File: src/verilog/tcoc_defines.svh
// Purpose: constants for the timer capture and output control block
// Assumes: 8-bit register port, word index addressing
// Notes: offsets and field positions are local choices
`ifndef TCOC_DEFINES_SVH
`define TCOC_DEFINES_SVH
`define TCOC_ADDR_MODE 4'h0
`define TCOC_ADDR_CAPCTL 4'h1
`define TCOC_ADDR_OUTCTL 4'h2
`define TCOC_ADDR_PRESC 4'h3
`define TCOC_ADDR_CMPA 4'h4
`define TCOC_ADDR_CMPB 4'h5
`define TCOC_ADDR_COUNT 4'h6
`define TCOC_ADDR_STATUS 4'h7
`define TCOC_MODE_OPL 0
`define TCOC_MODE_OPH 1
`define TCOC_MODE_CLRA 2
`define TCOC_CAP_A 0
`define TCOC_OUT_INVA 0
`define TCOC_OUT_LVR 2
`define TCOC_OUT_LVS 3
`define TCOC_OUT_INVB 4
`define TCOC_OUT_OSPT 5
`define TCOC_OUT_OSPE 6
`define TCOC_OUT_TOE 0
`define TCOC_OUT_RMASK 8'h53
`define TCOC_PRE_RING 2
`define TCOC_PRE_EXT 2'b11
`define TCOC_STAT_PAD 4'h0
`define TCOC_CNT_MAX 16'hFFFF
`define TCOC_CNT_ZERO 16'h0000
`define TCOC_BYTE_ZERO 8'h00
`define TCOC_STAT_OVF 0
`define TCOC_STAT_RUN 1
`define TCOC_STAT_TO 2
`define TCOC_STAT_RING 3
`endif

File: src/verilog/tcoc_pkg.sv
// Purpose: types for the timer capture and output control block
// Assumes: tcoc_defines.svh supplies the numbers
// Notes: none
package tcoc_pkg;
   typedef struct packed
   {
      logic [3:0] addr;
      logic [7:0] wdata;
      logic wr;
      logic rd;
   } tcoc_bus_s;
   typedef enum logic [1:0]
   {
      TCOC_IDLE = 2'b00,
      TCOC_RUN = 2'b01
   } tcoc_run_e;
endpackage

File: src/verilog/tcoc_top.sv
// Purpose: capture/compare control, output control and count clock select of a 16-bit timer
// Assumes: one 250 MHz clock; capture trigger pin is asynchronous
// Notes: register reads answer one cycle after the read strobe
`include "tcoc_defines.svh"
module tcoc_top
   import tcoc_pkg::*;
(
   input wire logic clk_sys_i,
   input wire logic rst_i,
   input wire logic [3:0] addr_i,
   input wire logic [7:0] wdata_i,
   input wire logic wr_i,
   input wire logic rd_i,
   input wire logic capture_pin_i,
   input wire logic ext_count_pin_i,
   input wire logic internal_ring_oscillator_cpu_i,
   input wire logic ring_tick_i,
   output logic [7:0] rdata_o,
   output logic timer_out_o,
   output logic running_o
);
   tcoc_bus_s bus;
   assign bus = '{addr: addr_i, wdata: wdata_i, wr: wr_i, rd: rd_i};

   // registers
   logic [7:0] timer_mode_control, next_timer_mode_control;
   logic [7:0] capture_compare_control, next_capture_compare_control;
   logic [7:0] output_control, next_output_control;
   logic [7:0] prescaler_select, next_prescaler_select;
   logic [15:0] compare_capture_reg_a, next_compare_capture_reg_a;
   logic [15:0] compare_reg_b, next_compare_reg_b;
   logic [15:0] timer_count_value, next_timer_count_value;
   logic [15:0] presc_cnt, next_presc_cnt;
   logic ovf, next_ovf;
   logic out_ff, next_out_ff;
   logic one_shot_active, next_one_shot_active;
   logic [7:0] rdata, next_rdata;
   logic [7:0] cap_lo_latch, next_cap_lo_latch;
   logic [1:0] cap_sync, ext_sync;
   logic cap_prev, ext_prev;
   tcoc_run_e run_state, next_run_state;

   function automatic logic [15:0] presc_div(input logic [1:0] sel);
      presc_div = 16'h0001 << {sel, 2'b00};
   endfunction

   function automatic logic is_addr(input logic [3:0] a, input logic [3:0] ref_a);
      is_addr = (a == ref_a);
   endfunction

   logic op_bits_nonzero;
   logic count_tick;
   logic cap_edge;
   logic ext_edge;
   logic match_a;
   logic match_b;
   logic ring_sel;
   logic clr_on_a;
   logic cap_a_en;
   logic ovf_set;

   assign op_bits_nonzero = timer_mode_control[`TCOC_MODE_OPL] | timer_mode_control[`TCOC_MODE_OPH];
   assign ring_sel = prescaler_select[`TCOC_PRE_RING] | internal_ring_oscillator_cpu_i;
   assign clr_on_a = timer_mode_control[`TCOC_MODE_CLRA];
   // capture on a is ignored while clear-on-match-a is selected
   assign cap_a_en = capture_compare_control[`TCOC_CAP_A] & ~clr_on_a;
   assign cap_edge = cap_sync[1] & ~cap_prev;
   assign ext_edge = ext_sync[1] & ~ext_prev;
   assign match_a = (timer_count_value == compare_capture_reg_a) && !cap_a_en;
   assign match_b = (timer_count_value == compare_reg_b);
   assign ovf_set = op_bits_nonzero && count_tick && (timer_count_value == `TCOC_CNT_MAX);

   // pin synchronisers; external input sampled by ring ticks when ring clock is on the cpu
   always_ff @(posedge clk_sys_i)
   begin
      if (rst_i)
      begin
         cap_sync <= 2'b00;
         ext_sync <= 2'b00;
         cap_prev <= 1'b0;
         ext_prev <= 1'b0;
      end
      else
      begin
         cap_sync <= {cap_sync[0], capture_pin_i};
         cap_prev <= cap_sync[1];
         if (!internal_ring_oscillator_cpu_i || ring_tick_i)
         begin
            ext_sync <= {ext_sync[0], ext_count_pin_i};
            ext_prev <= ext_sync[1];
         end
      end
   end

   // count tick: external pin edge, prescaled system clock or divided ring oscillator
   always_comb
   begin
      count_tick = 1'b0;
      next_presc_cnt = presc_cnt;
      if (op_bits_nonzero)
      begin
         // with the ring clock on the cpu the external edge only counts on a ring tick
         if (prescaler_select[1:0] == `TCOC_PRE_EXT)
            count_tick = ext_edge && (!internal_ring_oscillator_cpu_i || ring_tick_i);
         else if (ring_sel)
            count_tick = ring_tick_i;
         else if (presc_cnt + 16'h0001 >= presc_div(prescaler_select[1:0]))
         begin
            count_tick = 1'b1;
            next_presc_cnt = `TCOC_CNT_ZERO;
         end
         else
            next_presc_cnt = presc_cnt + 16'h0001;
      end
      else
         next_presc_cnt = `TCOC_CNT_ZERO;
   end

   // register writes, counter and output flip-flop
   always_comb
   begin
      next_timer_mode_control = timer_mode_control;
      next_capture_compare_control = capture_compare_control;
      next_output_control = output_control;
      next_prescaler_select = prescaler_select;
      next_compare_capture_reg_a = compare_capture_reg_a;
      next_compare_reg_b = compare_reg_b;
      next_timer_count_value = timer_count_value;
      next_ovf = ovf;
      next_out_ff = out_ff;
      next_one_shot_active = one_shot_active;
      next_cap_lo_latch = cap_lo_latch;
      next_run_state = run_state;
      if (op_bits_nonzero)
      begin
         next_run_state = TCOC_RUN;
         if (count_tick)
         begin
            if (clr_on_a && match_a)
               next_timer_count_value = `TCOC_CNT_ZERO;
            else
               next_timer_count_value = timer_count_value + 16'h0001;
            if (timer_count_value == `TCOC_CNT_MAX)
               next_ovf = 1'b1;
            if (output_control[`TCOC_OUT_TOE])
            begin
               if ((match_a && output_control[`TCOC_OUT_INVA]) ^ (match_b && output_control[`TCOC_OUT_INVB]))
                  next_out_ff = ~out_ff;
               if (one_shot_active && match_b)
                  next_one_shot_active = 1'b0;
            end
         end
      end
      else
      begin
         next_run_state = TCOC_IDLE;
         next_timer_count_value = `TCOC_CNT_ZERO;
      end
      if (cap_edge && cap_a_en && op_bits_nonzero)
         next_compare_capture_reg_a = timer_count_value;
      if (bus.wr)
      begin
         if (is_addr(bus.addr, `TCOC_ADDR_MODE))
            next_timer_mode_control = bus.wdata;
         if (is_addr(bus.addr, `TCOC_ADDR_CAPCTL))
            next_capture_compare_control = bus.wdata;
         if (is_addr(bus.addr, `TCOC_ADDR_PRESC))
            next_prescaler_select = bus.wdata;
         if (is_addr(bus.addr, `TCOC_ADDR_CMPA))
            next_compare_capture_reg_a = {bus.wdata, cap_lo_latch};
         if (is_addr(bus.addr, `TCOC_ADDR_CMPB))
            next_compare_reg_b = {bus.wdata, cap_lo_latch};
         if (is_addr(bus.addr, `TCOC_ADDR_COUNT))
            next_cap_lo_latch = bus.wdata;
         // an overflow in the same cycle as the clear wins
         if (is_addr(bus.addr, `TCOC_ADDR_STATUS) && bus.wdata[`TCOC_STAT_OVF] && !ovf_set)
            next_ovf = 1'b0;
         if (is_addr(bus.addr, `TCOC_ADDR_OUTCTL))
         begin
            // level and trigger bits are actions, not stored
            next_output_control = bus.wdata & `TCOC_OUT_RMASK;
            if (bus.wdata[`TCOC_OUT_LVS])
               next_out_ff = 1'b1;
            else if (bus.wdata[`TCOC_OUT_LVR])
               next_out_ff = 1'b0;
            if (bus.wdata[`TCOC_OUT_OSPT] && bus.wdata[`TCOC_OUT_OSPE])
            begin
               next_one_shot_active = 1'b1;
               next_out_ff = 1'b1;
            end
         end
      end
   end

   // read mux, data one cycle after strobe
   always_comb
   begin
      next_rdata = `TCOC_BYTE_ZERO;
      if (bus.rd)
      begin
         case (bus.addr)
            `TCOC_ADDR_MODE: next_rdata = timer_mode_control;
            `TCOC_ADDR_CAPCTL: next_rdata = capture_compare_control;
            `TCOC_ADDR_OUTCTL: next_rdata = output_control & `TCOC_OUT_RMASK;
            `TCOC_ADDR_PRESC: next_rdata = prescaler_select;
            `TCOC_ADDR_CMPA: next_rdata = compare_capture_reg_a[7:0];
            `TCOC_ADDR_CMPB: next_rdata = compare_capture_reg_a[15:8];
            `TCOC_ADDR_COUNT: next_rdata = timer_count_value[7:0];
            `TCOC_ADDR_STATUS: next_rdata = {`TCOC_STAT_PAD, ring_sel, out_ff, op_bits_nonzero, ovf};
            default: next_rdata = `TCOC_BYTE_ZERO;
         endcase
      end
   end

   always_ff @(posedge clk_sys_i)
   begin
      if (rst_i)
      begin
         timer_mode_control <= `TCOC_BYTE_ZERO;
         capture_compare_control <= `TCOC_BYTE_ZERO;
         output_control <= `TCOC_BYTE_ZERO;
         prescaler_select <= `TCOC_BYTE_ZERO;
         compare_capture_reg_a <= `TCOC_CNT_ZERO;
         compare_reg_b <= `TCOC_CNT_ZERO;
         timer_count_value <= `TCOC_CNT_ZERO;
         presc_cnt <= `TCOC_CNT_ZERO;
         ovf <= 1'b0;
         out_ff <= 1'b0;
         one_shot_active <= 1'b0;
         cap_lo_latch <= `TCOC_BYTE_ZERO;
         rdata <= `TCOC_BYTE_ZERO;
         run_state <= TCOC_IDLE;
      end
      else
      begin
         timer_mode_control <= next_timer_mode_control;
         capture_compare_control <= next_capture_compare_control;
         output_control <= next_output_control;
         prescaler_select <= next_prescaler_select;
         compare_capture_reg_a <= next_compare_capture_reg_a;
         compare_reg_b <= next_compare_reg_b;
         timer_count_value <= next_timer_count_value;
         presc_cnt <= next_presc_cnt;
         ovf <= next_ovf;
         out_ff <= next_out_ff;
         one_shot_active <= next_one_shot_active;
         cap_lo_latch <= next_cap_lo_latch;
         rdata <= next_rdata;
         run_state <= next_run_state;
      end
   end

   assign rdata_o = rdata;
   assign timer_out_o = out_ff;
   // run is the only state with bit 0 set
   assign running_o = run_state[0];

   property p_lvs_high;
      @(posedge clk_sys_i) disable iff (rst_i)
      (bus.wr && is_addr(bus.addr, `TCOC_ADDR_OUTCTL) && bus.wdata[`TCOC_OUT_LVS]) |=> timer_out_o;
   endproperty
   a_lvs_high: assert property (p_lvs_high) else $error("level set did not raise output");

   property p_lvr_low;
      @(posedge clk_sys_i) disable iff (rst_i)
      (bus.wr && is_addr(bus.addr, `TCOC_ADDR_OUTCTL) && bus.wdata[`TCOC_OUT_LVR] && !bus.wdata[`TCOC_OUT_LVS]
       && !bus.wdata[`TCOC_OUT_OSPT]) |=> !timer_out_o;
   endproperty
   a_lvr_low: assert property (p_lvr_low) else $error("level reset did not lower output");

   property p_level_read_zero;
      @(posedge clk_sys_i) disable iff (rst_i)
      (bus.rd && is_addr(bus.addr, `TCOC_ADDR_OUTCTL)) |=> (rdata_o[`TCOC_OUT_LVS] == 1'b0 && rdata_o[`TCOC_OUT_LVR] == 1'b0);
   endproperty
   a_level_read_zero: assert property (p_level_read_zero) else $error("level bits read non-zero");

   property p_trig_read_zero;
      @(posedge clk_sys_i) disable iff (rst_i)
      (bus.rd && is_addr(bus.addr, `TCOC_ADDR_OUTCTL)) |=> !rdata_o[`TCOC_OUT_OSPT];
   endproperty
   a_trig_read_zero: assert property (p_trig_read_zero) else $error("trigger bit read non-zero");

   property p_run_start;
      @(posedge clk_sys_i) disable iff (rst_i)
      op_bits_nonzero |=> running_o;
   endproperty
   a_run_start: assert property (p_run_start) else $error("counter not running with mode bits set");

   property p_run_stop;
      @(posedge clk_sys_i) disable iff (rst_i)
      !op_bits_nonzero |=> (!running_o && timer_count_value == `TCOC_CNT_ZERO);
   endproperty
   a_run_stop: assert property (p_run_stop) else $error("counter did not stop");

   property p_ring_tick;
      @(posedge clk_sys_i) disable iff (rst_i)
      (op_bits_nonzero && internal_ring_oscillator_cpu_i && !ring_tick_i) |-> !count_tick;
   endproperty
   a_ring_tick: assert property (p_ring_tick) else $error("count tick without ring tick");

   property p_ext_sample;
      @(posedge clk_sys_i) disable iff (rst_i)
      (internal_ring_oscillator_cpu_i && !ring_tick_i) |=> $stable(ext_sync);
   endproperty
   a_ext_sample: assert property (p_ext_sample) else $error("external input sampled off ring tick");

   c_count: cover property (@(posedge clk_sys_i) disable iff (rst_i) running_o && count_tick);
   c_toggle: cover property (@(posedge clk_sys_i) disable iff (rst_i) $rose(timer_out_o));
   c_capture: cover property (@(posedge clk_sys_i) disable iff (rst_i) cap_edge && cap_a_en);
endmodule

File: config.mk
export PLATFORM = sky130hd
export DESIGN_NAME = tcoc_top
export DESIGN_NICKNAME = d
export VERILOG_FILES = /design/src/verilog/tcoc_pkg.sv /design/src/verilog/tcoc_top.sv
export VERILOG_INCLUDE_DIRS = /design/src /design/src/verilog
export SDC_FILE = /design/constraint.sdc
export NUM_CORES = 1
export LEC_CHECK = 0
export ABC_CLOCK_PERIOD_IN_PS = 4900
export BUFFER_PORTS_ARGS = -buffer_cell sky130_fd_sc_hd__clkbuf_2
export CAP_MARGIN = 0
export CORE_MARGIN = 2
export CORE_UTILIZATION = 45
export DETAILED_ROUTE_END_ITERATION = 16
export PLACE_DENSITY_LB_ADDON = 0.05
export SKIP_LAST_GASP = 1
export SYNTH_ARGS = -nofsm -noshare
export SYNTH_HDL_FRONTEND = slang
export SYNTH_SLANG_ARGS = --single-unit
export TNS_END_PERCENT = 20
File: constraint.sdc
create_clock -name clk_sys_i -period 4.9 [get_ports clk_sys_i]
set_input_delay 0.49 -clock clk_sys_i [delete_from_list [all_inputs] [get_ports clk_sys_i]]
set_output_delay 0.49 -clock clk_sys_i [all_outputs]
set_load 0.05 [all_outputs]
==> results of run 1 <==
## synthesized netlist by cell type, types with 10 or more instances
master and n:
nor2_1 105, nand2_1 24, xnor2_1 19, mux2i_1 84, xor2_1 22, and3_1 10, nand3_1 17, or3_1 13
a211oi_1 20, inv_1 10, dfxtp_1 117, clkbuf_1 39, a21oi_1 33, o21ai_0 20
## state kept, by name, summed over array words and instances (netlist names)
signal and count:
capture_compare_control 8, cap_sync 2, run_state 1, ovf 1, cap_prev 1, timer_mode_control 8, timer_out_o 1, timer_count_value 16
output_control 4, cap_lo_latch 8, compare_reg_b 16, prescaler_select 8, ext_prev 1, ext_sync 2, presc_cnt 16, compare_capture_reg_a 16
rdata_o 8
## kinds of logic (layout without fill, tap and decap cells)
family | after synthesis | count (layout) | share of synthesized area, %
AOI/OAI and AO/OA | 110 | 110 | 13.0
xor gates and xnor gates | 41 | 41 | 6.02
adders and majority gates | 6 | 6 | 1.26
buffers and inverters | 63 | 74 | 4.32
DFF | 117 | 117 | 39.3
muxes | 91 | 91 | 16.6
and+or+nand+nor | 232 | 232 | 19.6
## placed cells by master (no fill, tap or decap), types with 9 or more instances in the layout
cell type  count
xor2_1        22
clkbuf_2      29
and3_1        10
a211oi_1      20
o21ai_0       20
clkbuf_16     17
nor2_1       105
nor2b_1        9
nand2_1       24
mux2i_1       84
or3_1         13
xnor2_1       19
nand3_1       17
nand4_1        9
dfxtp_1      117
a21oi_1       33
inv_1         10
## critical path, stage by stage, from the launching register on
cell and delay [ns]:
dfxtp_1 0.42, ha_1 0.31, nand3_2 0.19, or3_1 0.41
nor2_1 0.21, xor2_1 0.18, ha_1 0.28, a211oi_1 0.35
o2111ai_4 0.29, nor4_4 0.72, or2b_1 0.28, a31oi_1 0.17
## worst paths after layout
kind | start | to | depth (start not counted)
worst max-delay path | presc_cnt[0] | presc_cnt[2] | 11
worst min-delay path | capture_pin_i | cap_sync[0] | 2
worst max register to register | presc_cnt[0] | presc_cnt[2] | 11
worst min register to register | cap_sync[0] | cap_sync[1] | 1
## layer usage
layer | up-vias | track usage, %
li1 | 2341 | -
met3 | 12 | 5.89
met1 | 2282 | 31.8
met4 | 0 | 6.77
met2 | 88 | 34.4
met5 | - | 0
## stage by stage
stage               cell area (sq um)  utilization (%)  std cells  hold slack (ns)
floorplan                        5960                -        660            0.414
global placement                 6140             46.9        815            0.418
detailed placement               6140             46.9        815            0.425
CTS                              6770             51.7        847            0.270
global route                     6770             51.7        847            0.298
finish                           6770             51.7        847            0.280
## layout make-up
class	count	area, sq um
clock inverter	13	180
timing repair buffer	32	168
sequential	117	2340
clock buffer	19	453
tap	176	220
multi-input combinational	480	3370
inverter	10	37.5
fill	1209	6310
## power by group through the flow
stage / Combinational, W / Sequential, W / Clock (W)
5_1_grt: 0.000116 / 0.000971 / 0.00139
6_report: 0.000106 / 0.000970 / 0.00132
4_1_cts: 0.000106 / 0.000970 / 0.00134
2_1_floorplan: 0.0000714 / 0.000991 / 0
3_3_place_gp: 0.000105 / 0.000990 / 0
3_5_place_dp: 0.000106 / 0.000991 / 0
==> impl_metrics.tcl, run 1 <==
set metrics [dict create \
    max_slew_margin_pct 19.7 \
    routed_wl_um 15300 \
    p_int_w 0.00187 \
    drive_above_1_share_pct 13.4 \
    viasPerCell 5.58 \
    initial_utilization_pct 45.6 \
    cts_buffers 17 \
    clockBufferDepth 2 \
    vdd_ir_drop_max_v 0.000229 \
    syn_inst 660 \
    antenna_found_initial 0 \
    drtIter0Drc 441 \
    synthTopCellsByArea "dfxtp_1 (39%), mux2i_1 (14%), nor2_1 (6.6%)" \
    wl_per_cell_um 18.1 \
    netlist_area_sq_um 5960 \
    die_h_um 119 \
    grt_max_degree 78 \
    routed-wl-met2_um 6960 \
    finalCritPeriodShare_pct 79.7 \
    nNetsFinal 684 \
    worst_slew_pin_slew_ns 1.20 \
    drv_slew 0 \
    fmax_ghz 0.256 \
    post-cts-setup-buffer-count 0 \
    switchingPower_w 0.000527 \
    min_path_type "primary input to flop" \
    synth_seq_cells 117 \
    fin_ws_ns 0.997 \
    diodes 0 \
    cts_resized 0 \
    power_frac_clock_pct 55.2 \
    cts.htree.levels 4 \
    status "completed" \
    cts_tree "done" \
    die_area_sq_um 14200 \
    p_leak_nw 2.69 \
    drt-pass1-iter-count 5 \
    port_buffers 29 \
    path_class "flop to flop" \
    critPathLaunchType "flop" \
    synthFlopType "dfxtp_1" \
    period_needed_ns 3.90 \
    ctsHoldBuffers 0 \
    power.density_nw_per_um2 355 \
    ff2ff_setup_slack_ns 1.0 \
    grt_pass1_wl_um 24900 \
    combPwrFrac_pct 4.4 \
    p_sw_share_pct 22.0 \
    overflow 0 \
    clkSinkCount 117 \
    gp_congestion 0.849 \
    grt_pass1_vias 4579 \
    pin_count 30 \
    highest_layer "met4" \
    power.total_w 0.00240 \
    hold_viol 0 \
    rows 42 \
    route.met3.wl_um 573 \
    tns_ns 0 \
    synth_cell_types 63 \
    drc 0 \
    worstPathMaxFanout 18 \
    cp.required_ns 5.23 \
    syn-num-nets 686 \
    hpwlAfterDp_um 10600 \
    area_growth_pct 13.5 \
    place_ws_ns 1.03 \
    syn_avg_cell_area_sq_um 9.04 \
    ant_nets 0 \
    synthArstFlopShare_pct 0 \
    p_seq_share_pct 40.4 \
    core_sq_um 13100 \
    rsz0062_at_grt "no" \
    synth-edff-count 0 \
    die_x_um 119 \
    yosysTopAreaCell "dfxtp_1" \
    finalSetupViolCount 0 \
    crit_arrival_ns 4.23 \
    clk_latency_ns 0.42 \
    route.vias.total 4723 \
    synth_top_area_share_pct 39.3 \
    drv_cap 0 \
    cts_root_buf "clkbuf_16" \
    clkTransAtPathRegs_ns 0.06 \
    fin_skew_ns 0.0106 \
    end_kind "flop" \
    wirelength_met1_um 7580 \
    yosysSeqAreaShare_pct 39.3 \
    ys.warnings.count 0 \
    grt_use_total_pct 22.7 \
]
No activity file was read; power rests on OpenSTA's default activity.
==> inputs of run 2 (changes only) <==
- ABC_AREA: unset -> 1
- ABC_CLOCK_PERIOD_IN_PS: 4900 -> 3600
- clock period: 4.9 -> 3.6 ns (I/O delays scaled with it)
==> impl_metrics.tcl, run 2 <==
set metrics [dict create \
    clockBufferDepth 2 \
    cp.required_ns 3.91 \
    drc 0 \
    rows 42 \
    synthTopCellsByArea "dfxtp_1 (38%), nand2_1 (13%), inv_1 (7.6%)" \
    syn-num-nets 941 \
    highest_layer "met4" \
    final_cell_mix "nand2_1 (210), inv_1 (124), dfxtp_1 (117), a21oi_1 (88), nor2_1 (85)" \
    drive_above_1_share_pct 9.28 \
    synth_seq_cells 117 \
    pin_count 30 \
    status "completed" \
    dp.cells 1092 \
    port_buffers 29 \
    synthArstFlopShare_pct 0 \
    die_h_um 121 \
    ff2ff_setup_slack_ns 0.59 \
    synth_cell_types 41 \
    path_class "flop to flop" \
    cts_root_buf "clkbuf_16" \
    cts_resized 0 \
    yosysTopAreaCell "dfxtp_1" \
    power.density_nw_per_um2 467 \
    hp-start "capture_pin_i" \
    drv_slew 0 \
    period_needed_ns 3.01 \
    gp_congestion 0.910 \
    die_x_um 121 \
    drtIter0Drc 519 \
    antenna_found_initial 0 \
    grt_use_total_pct 27.2 \
    grt_pass1_vias 5633 \
    min_path_type "primary input to flop" \
    vdd_ir_drop_max_v 0.000354 \
    grt_pass1_wl_um 30500 \
    post-cts-setup-buffer-count 0 \
    r2r-end "timer_count_value[9]" \
    finalSetupViolCount 0 \
    drv_cap 0 \
    rsz0062_at_grt "no" \
    synth_top_area_share_pct 38.2 \
    place_ws_ns 0.621 \
    grt_max_degree 58 \
    diodes 0 \
    netlist_area_sq_um 6140 \
    ys.warnings.count 0 \
    overflow 0 \
    core_sq_um 13300 \
    synth_common_cells "nand2_1 (210), inv_1 (124), dfxtp_1 (117)" \
    tns_ns 0 \
    hpwlAfterDp_um 13700 \
    worstPathMaxFanout 25 \
    fmax_ghz 0.332 \
    wl_per_cell_um 17.1 \
    finalCritPeriodShare_pct 83.6 \
    hold_ws_ns 0.132 \
    whs_endpoint "cap_sync[0]" \
    rr_startpoint "presc_cnt[0]" \
    initial_utilization_pct 46.2 \
    routed-wl-met2_um 8780 \
    syn_avg_cell_area_sq_um 6.71 \
    wirelength_met1_um 8720 \
    synth-edff-count 0 \
    clk_latency_ns 0.42 \
    final_cells 1124 \
    reg2regPathDepth 16 \
    synthFlopType "dfxtp_1" \
    routed_wl_um 19200 \
    area_growth_pct 14.5 \
    ctsHoldBuffers 0 \
    fin_ws_ns 0.590 \
    n_fill_cell 1351 \
    hold_viol 0 \
    crit_arrival_ns 3.32 \
    whs_path_depth 3 \
    route.met3.wl_um 1260 \
    p_leak_nw 2.77 \
    max_slew_margin_pct 25.5 \
    end_kind "flop" \
    fin_skew_ns 0.00682 \
    yosysSeqAreaShare_pct 38.2 \
    clkTransAtPathRegs_ns 0.06 \
    power.total_w 0.00328 \
    clkSinkCount 117 \
    critPathLaunchType "flop" \
    worst_slew_pin_slew_ns 1.11 \
    die_area_sq_um 14600 \
    cts_buffers 17 \
    cts.htree.levels 4 \
    yosysMostFrequentCell "nand2_1" \
    ant_nets 0 \
    final_common_cell "nand2_1" \
    nNetsFinal 961 \
    drt-pass1-iter-count 5 \
    viasPerCell 5.45 \
    route.vias.total 6127 \
    cts_tree "done" \
    syn_inst 915 \
]
-- run 2: cell types whose count changed after synthesis, moves of 11 or more --
| cell | change |
|---|---|
| nor2_1 | -20 |
| nand2_1 | +186 |
| clkbuf_1 | -13 |
| o211ai_1 | +11 |
| o21ai_0 | +53 |
| a21oi_1 | +55 |
| o22ai_1 | +12 |
| a211oi_1 | -19 |
| inv_1 | +114 |
| or3_1 | -13 |
| xnor2_1 | -12 |
| nand3_1 | +33 |
| xor2_1 | -11 |
| mux2i_1 | -84 |
-- run 2: metrics by stage --
step           instance area [sq um]  utilization (%)
2_1_floorplan                   6140                -
3_3_place_gp                    6400             48.2
3_5_place_dp                    6400             48.2
4_1_cts                         7030             52.9
5_1_grt                         7030             52.9
6_report                        7030             52.9
-- run 2: final cells by class --
| cell class | instances | area, sq um | area share [%] |
|---|---|---|---|
| tap | 176 | 220 | 3.13 |
| inverter | 126 | 473 | 6.73 |
| timing repair buffer | 33 | 175 | 2.49 |
| clock buffer | 19 | 443 | 6.30 |
| clock inverter | 13 | 181 | 2.58 |
| multi-input combinational | 640 | 3190 | 45.4 |
| sequential | 117 | 2340 | 33.3 |
-- run 2: routing by layer --
| metal | vias to the layer above | global-route usage (%) |
|---|---|---|
| li1 | 3040 | - |
| met1 | 2846 | 36.3 |
| met2 | 211 | 43.7 |
| met3 | 30 | 5.24 |
| met4 | 0 | 9.67 |
| met5 | - | 0 |
-- run 2: cells by family (layout without fill, tap and decap cells) --
family          count (synthesis)  count (layout)  synth area share [%]
compound gates                213             213                  19.3
xor+xnor                       19              19                  2.83
flops                         117             117                  38.2
simple gates                  402             402                  28.5
fa+ha+maj                       6               6                  1.22
buf+inv                       158             191                  9.93
-- run 2: worst max-delay path: stages, from the launching register on --
cell,delay [ns]
dfxtp_1,0.39
ha_1,0.23
nand3_2,0.14
nor2_4,0.17
nand3_1,0.10
xnor2_1,0.16
ha_1,0.30
a21boi_0,0.17
nand2_1,0.07
nand2_1,0.07
nand2_2,0.18
nand2_4,0.19
nand2_4,0.20
o21ai_4,0.25
inv_2,0.12
o21ai_1,0.09
nor2_1,0.05
-- run 2: power by group --
part           total, W  switching, W  internal [W]  leakage, nW
clock network   0.00179      0.000622       0.00117        0.303
registers       0.00133     0.0000117       0.00131        0.946
logic          0.000164      0.000119     0.0000456         1.52
total           0.00328      0.000752       0.00253         2.77
-- run 2: worst max path at each step --
| stage | from | end | slack, ns | cells past startpoint |
|---|---|---|---|---|
| final | presc_cnt[0] | timer_count_value[9] | 0.59 | 16 |
| after global routing | presc_cnt[0] | timer_count_value[5] | 0.30 | 16 |
| after CTS | presc_cnt[0] | timer_count_value[9] | 0.60 | 16 |
| after detailed placement | presc_cnt[0] | timer_count_value[9] | 0.62 | 16 |
| after global placement | presc_cnt[0] | timer_count_value[5] | 0.71 | 16 |
| after floorplan | presc_cnt[0] | timer_count_value[11] | 1.13 | 17 |
==> inputs of run 3 (changes only) <==
- ABC_CLOCK_PERIOD_IN_PS: 3600 -> 2400
- clock period: 3.6 -> 2.4 ns (I/O delays scaled with it)
==> impl_metrics.tcl, run 3 (synthesis gave the netlist of run 2 again) <==
set metrics [dict create \
    clockBufferDepth 2 \
    worst_slew_pin_slew_ns 0.683 \
    diodes 0 \
    p_leak_nw 3.00 \
    path_common_cell "nor2_2" \
    tns_ns 0 \
    fin_skew_ns 0.00812 \
    clkTransAtPathRegs_ns 0.06 \
    port_buffers 29 \
    hold_ws_ns 0.0606 \
    initial_utilization_pct 46.2 \
    routed_wl_um 19700 \
    grt_max_degree 51 \
    finalCritPeriodShare_pct 98.4 \
    die_x_um 121 \
    status "completed" \
    die_area_sq_um 14600 \
    cp_slowest_cell "dfxtp_2" \
    grt_pass1_vias 5913 \
    grt_pass1_wl_um 31000 \
    end_kind "flop" \
    hold_viol 0 \
    power_frac_clock_pct 53.6 \
    rows 42 \
    critPathLaunchType "flop" \
    cp.required_ns 2.71 \
    ant_nets 0 \
    rsz0062_at_grt "yes" \
    fmax_ghz 0.423 \
    drc 0 \
    worstPathMaxFanout 4 \
    drive_above_1_share_pct 14.8 \
    combPwrFrac_pct 5.4 \
    min_path_type "primary input to flop" \
    route.vias.total 6300 \
    gp_congestion 0.944 \
    path_class "flop to flop" \
    power.density_nw_per_um2 650 \
    drt-pass1-iter-count 5 \
    final_common_cell "nand2_1" \
    antenna_found_initial 0 \
    pin_count 30 \
    highest_layer "met4" \
    final_cell_mix "nand2_1 (208), inv_1 (124), dfxtp_1 (115), a21oi_1 (87), nor2_1 (83)" \
    route.met3.wl_um 1200 \
    path_cells "ha_4, nand3_4, nor2_4, nand2_2, nor2_2, xnor2_1, inv_1, ha_2, nor2_2, nand3_2, nor3_4, nand2_4, buf_6, nand4_1, nand2_1, a21oi_1, nor2_1" \
    p_seq_share_pct 41.0 \
    drtIter0Drc 594 \
    cts_root_buf "clkbuf_16" \
    crit_arrival_ns 2.67 \
    cts.htree.levels 4 \
    vdd_ir_drop_max_v 0.000464 \
    cts_tree "done" \
    switchingPower_w 0.00110 \
    wirelength_met1_um 9090 \
    clkSinkCount 117 \
    period_needed_ns 2.36 \
    max_slew_margin_pct 54.4 \
    grt_use_total_pct 27.9 \
    n_fill_cell 1320 \
    viasPerCell 5.38 \
    nNetsFinal 1010 \
    overflow 0 \
    area_growth_pct 21.7 \
    cts_buffers 17 \
    p_sw_share_pct 22.7 \
    hpwlAfterDp_um 14300 \
    critPathMaxStageDelay_ns 0.35 \
    clk_latency_ns 0.42 \
    p_int_w 0.00375 \
    finalSetupViolCount 0 \
    core_sq_um 13300 \
    drv_slew 0 \
    wl_per_cell_um 16.8 \
    die_h_um 121 \
    drv_cap 0 \
    routed-wl-met2_um 8930 \
]
## run 3: cell count changes in the layout (fill, tap and decap cells not counted), moves of 2 or more
cell | before | now
dfxtp_1 | 117 | 115
inv_4 | 0 | 2
ha_1 | 6 | 4
nand2_2 | 2 | 4
clkbuf_8 | 1 | 3
nor2_1 | 85 | 83
nor4_1 | 6 | 4
buf_4 | 4 | 49
clkinv_4 | 3 | 0
nand2_1 | 210 | 208
nor4_2 | 1 | 3
## run 3: cell type report
class	instances	area, sq um	area share (%)
multi-input cells	641	3270	43.8
inverters	126	475	6.37
clock inverters	9	126	1.69
clock buffers	21	470	6.30
repair buffers	81	554	7.42
flip-flops and latches	117	2350	31.4
well taps	176	220	2.95
## run 3: routing by layer
layer	vias up	global-route usage, %
met4	0	10.2
met1	2930	37.6
met3	38	6.98
met5	-	0
li1	3139	-
met2	193	43.2
## run 3: path summary, 6_finish.rpt
check	depth (start not counted)	startpoint	slack, ns	end
min	3	ext_count_pin_i	0.06	ext_sync[0]
min reg2reg	2	cap_sync[0]	0.42	cap_sync[1]
max reg2reg	17	presc_cnt[0]	0.04	timer_out_o
max	17	presc_cnt[0]	0.04	timer_out_o
## run 3: critical path: cells and delay by family (launching register included)
| family | cells | cell delay (ns) |
|---|---|---|
| AOI/OAI and AO/OA | 1 | 0.12 |
| and+or+nand+nor | 11 | 1.10 |
| adders and majority gates | 2 | 0.33 |
| DFF | 1 | 0.35 |
| xor gates and xnor gates | 1 | 0.12 |
| buffers and inverters | 2 | 0.22 |
## run 3: repair_timing
action | in CTS | in global routing
hold buffers | 1 | 0
hold endpoints to repair | 1 | 0
setup endpoints to repair | 18 | 29
buffers inserted | 0 | 5
gates cloned | 0 | 1
pin swaps | 5 | 3
resized for setup | 2 | 12
## run 3: power by group through the flow
| stage | Sequential [W] | Combinational, W | Clock [W] |
|---|---|---|---|
| global placement | 0.00203 | 0.000252 | 0 |
| global route | 0.00199 | 0.000294 | 0.00273 |
| floorplan | 0.00203 | 0.000153 | 0 |
| CTS | 0.00199 | 0.000257 | 0.00263 |
| detailed placement | 0.00203 | 0.000254 | 0 |
| finish | 0.00199 | 0.000263 | 0.00260 |
## run 3: per-stage QoR
step / std cells / power [W] / util, % / cell area [sq um] / setup slack, ns
floorplan: 915 / 0.00218 / - / 6160 / -0.0435
global placement: 1134 / 0.00228 / 50.8 / 6760 / -0.00188
detailed placement: 1134 / 0.00228 / 50.8 / 6760 / -0.0691
CTS: 1165 / 0.00487 / 55.5 / 7380 / 0.00780
global route: 1171 / 0.00502 / 56.2 / 7470 / -0.116
finish: 1171 / 0.00485 / 56.2 / 7470 / 0.0378
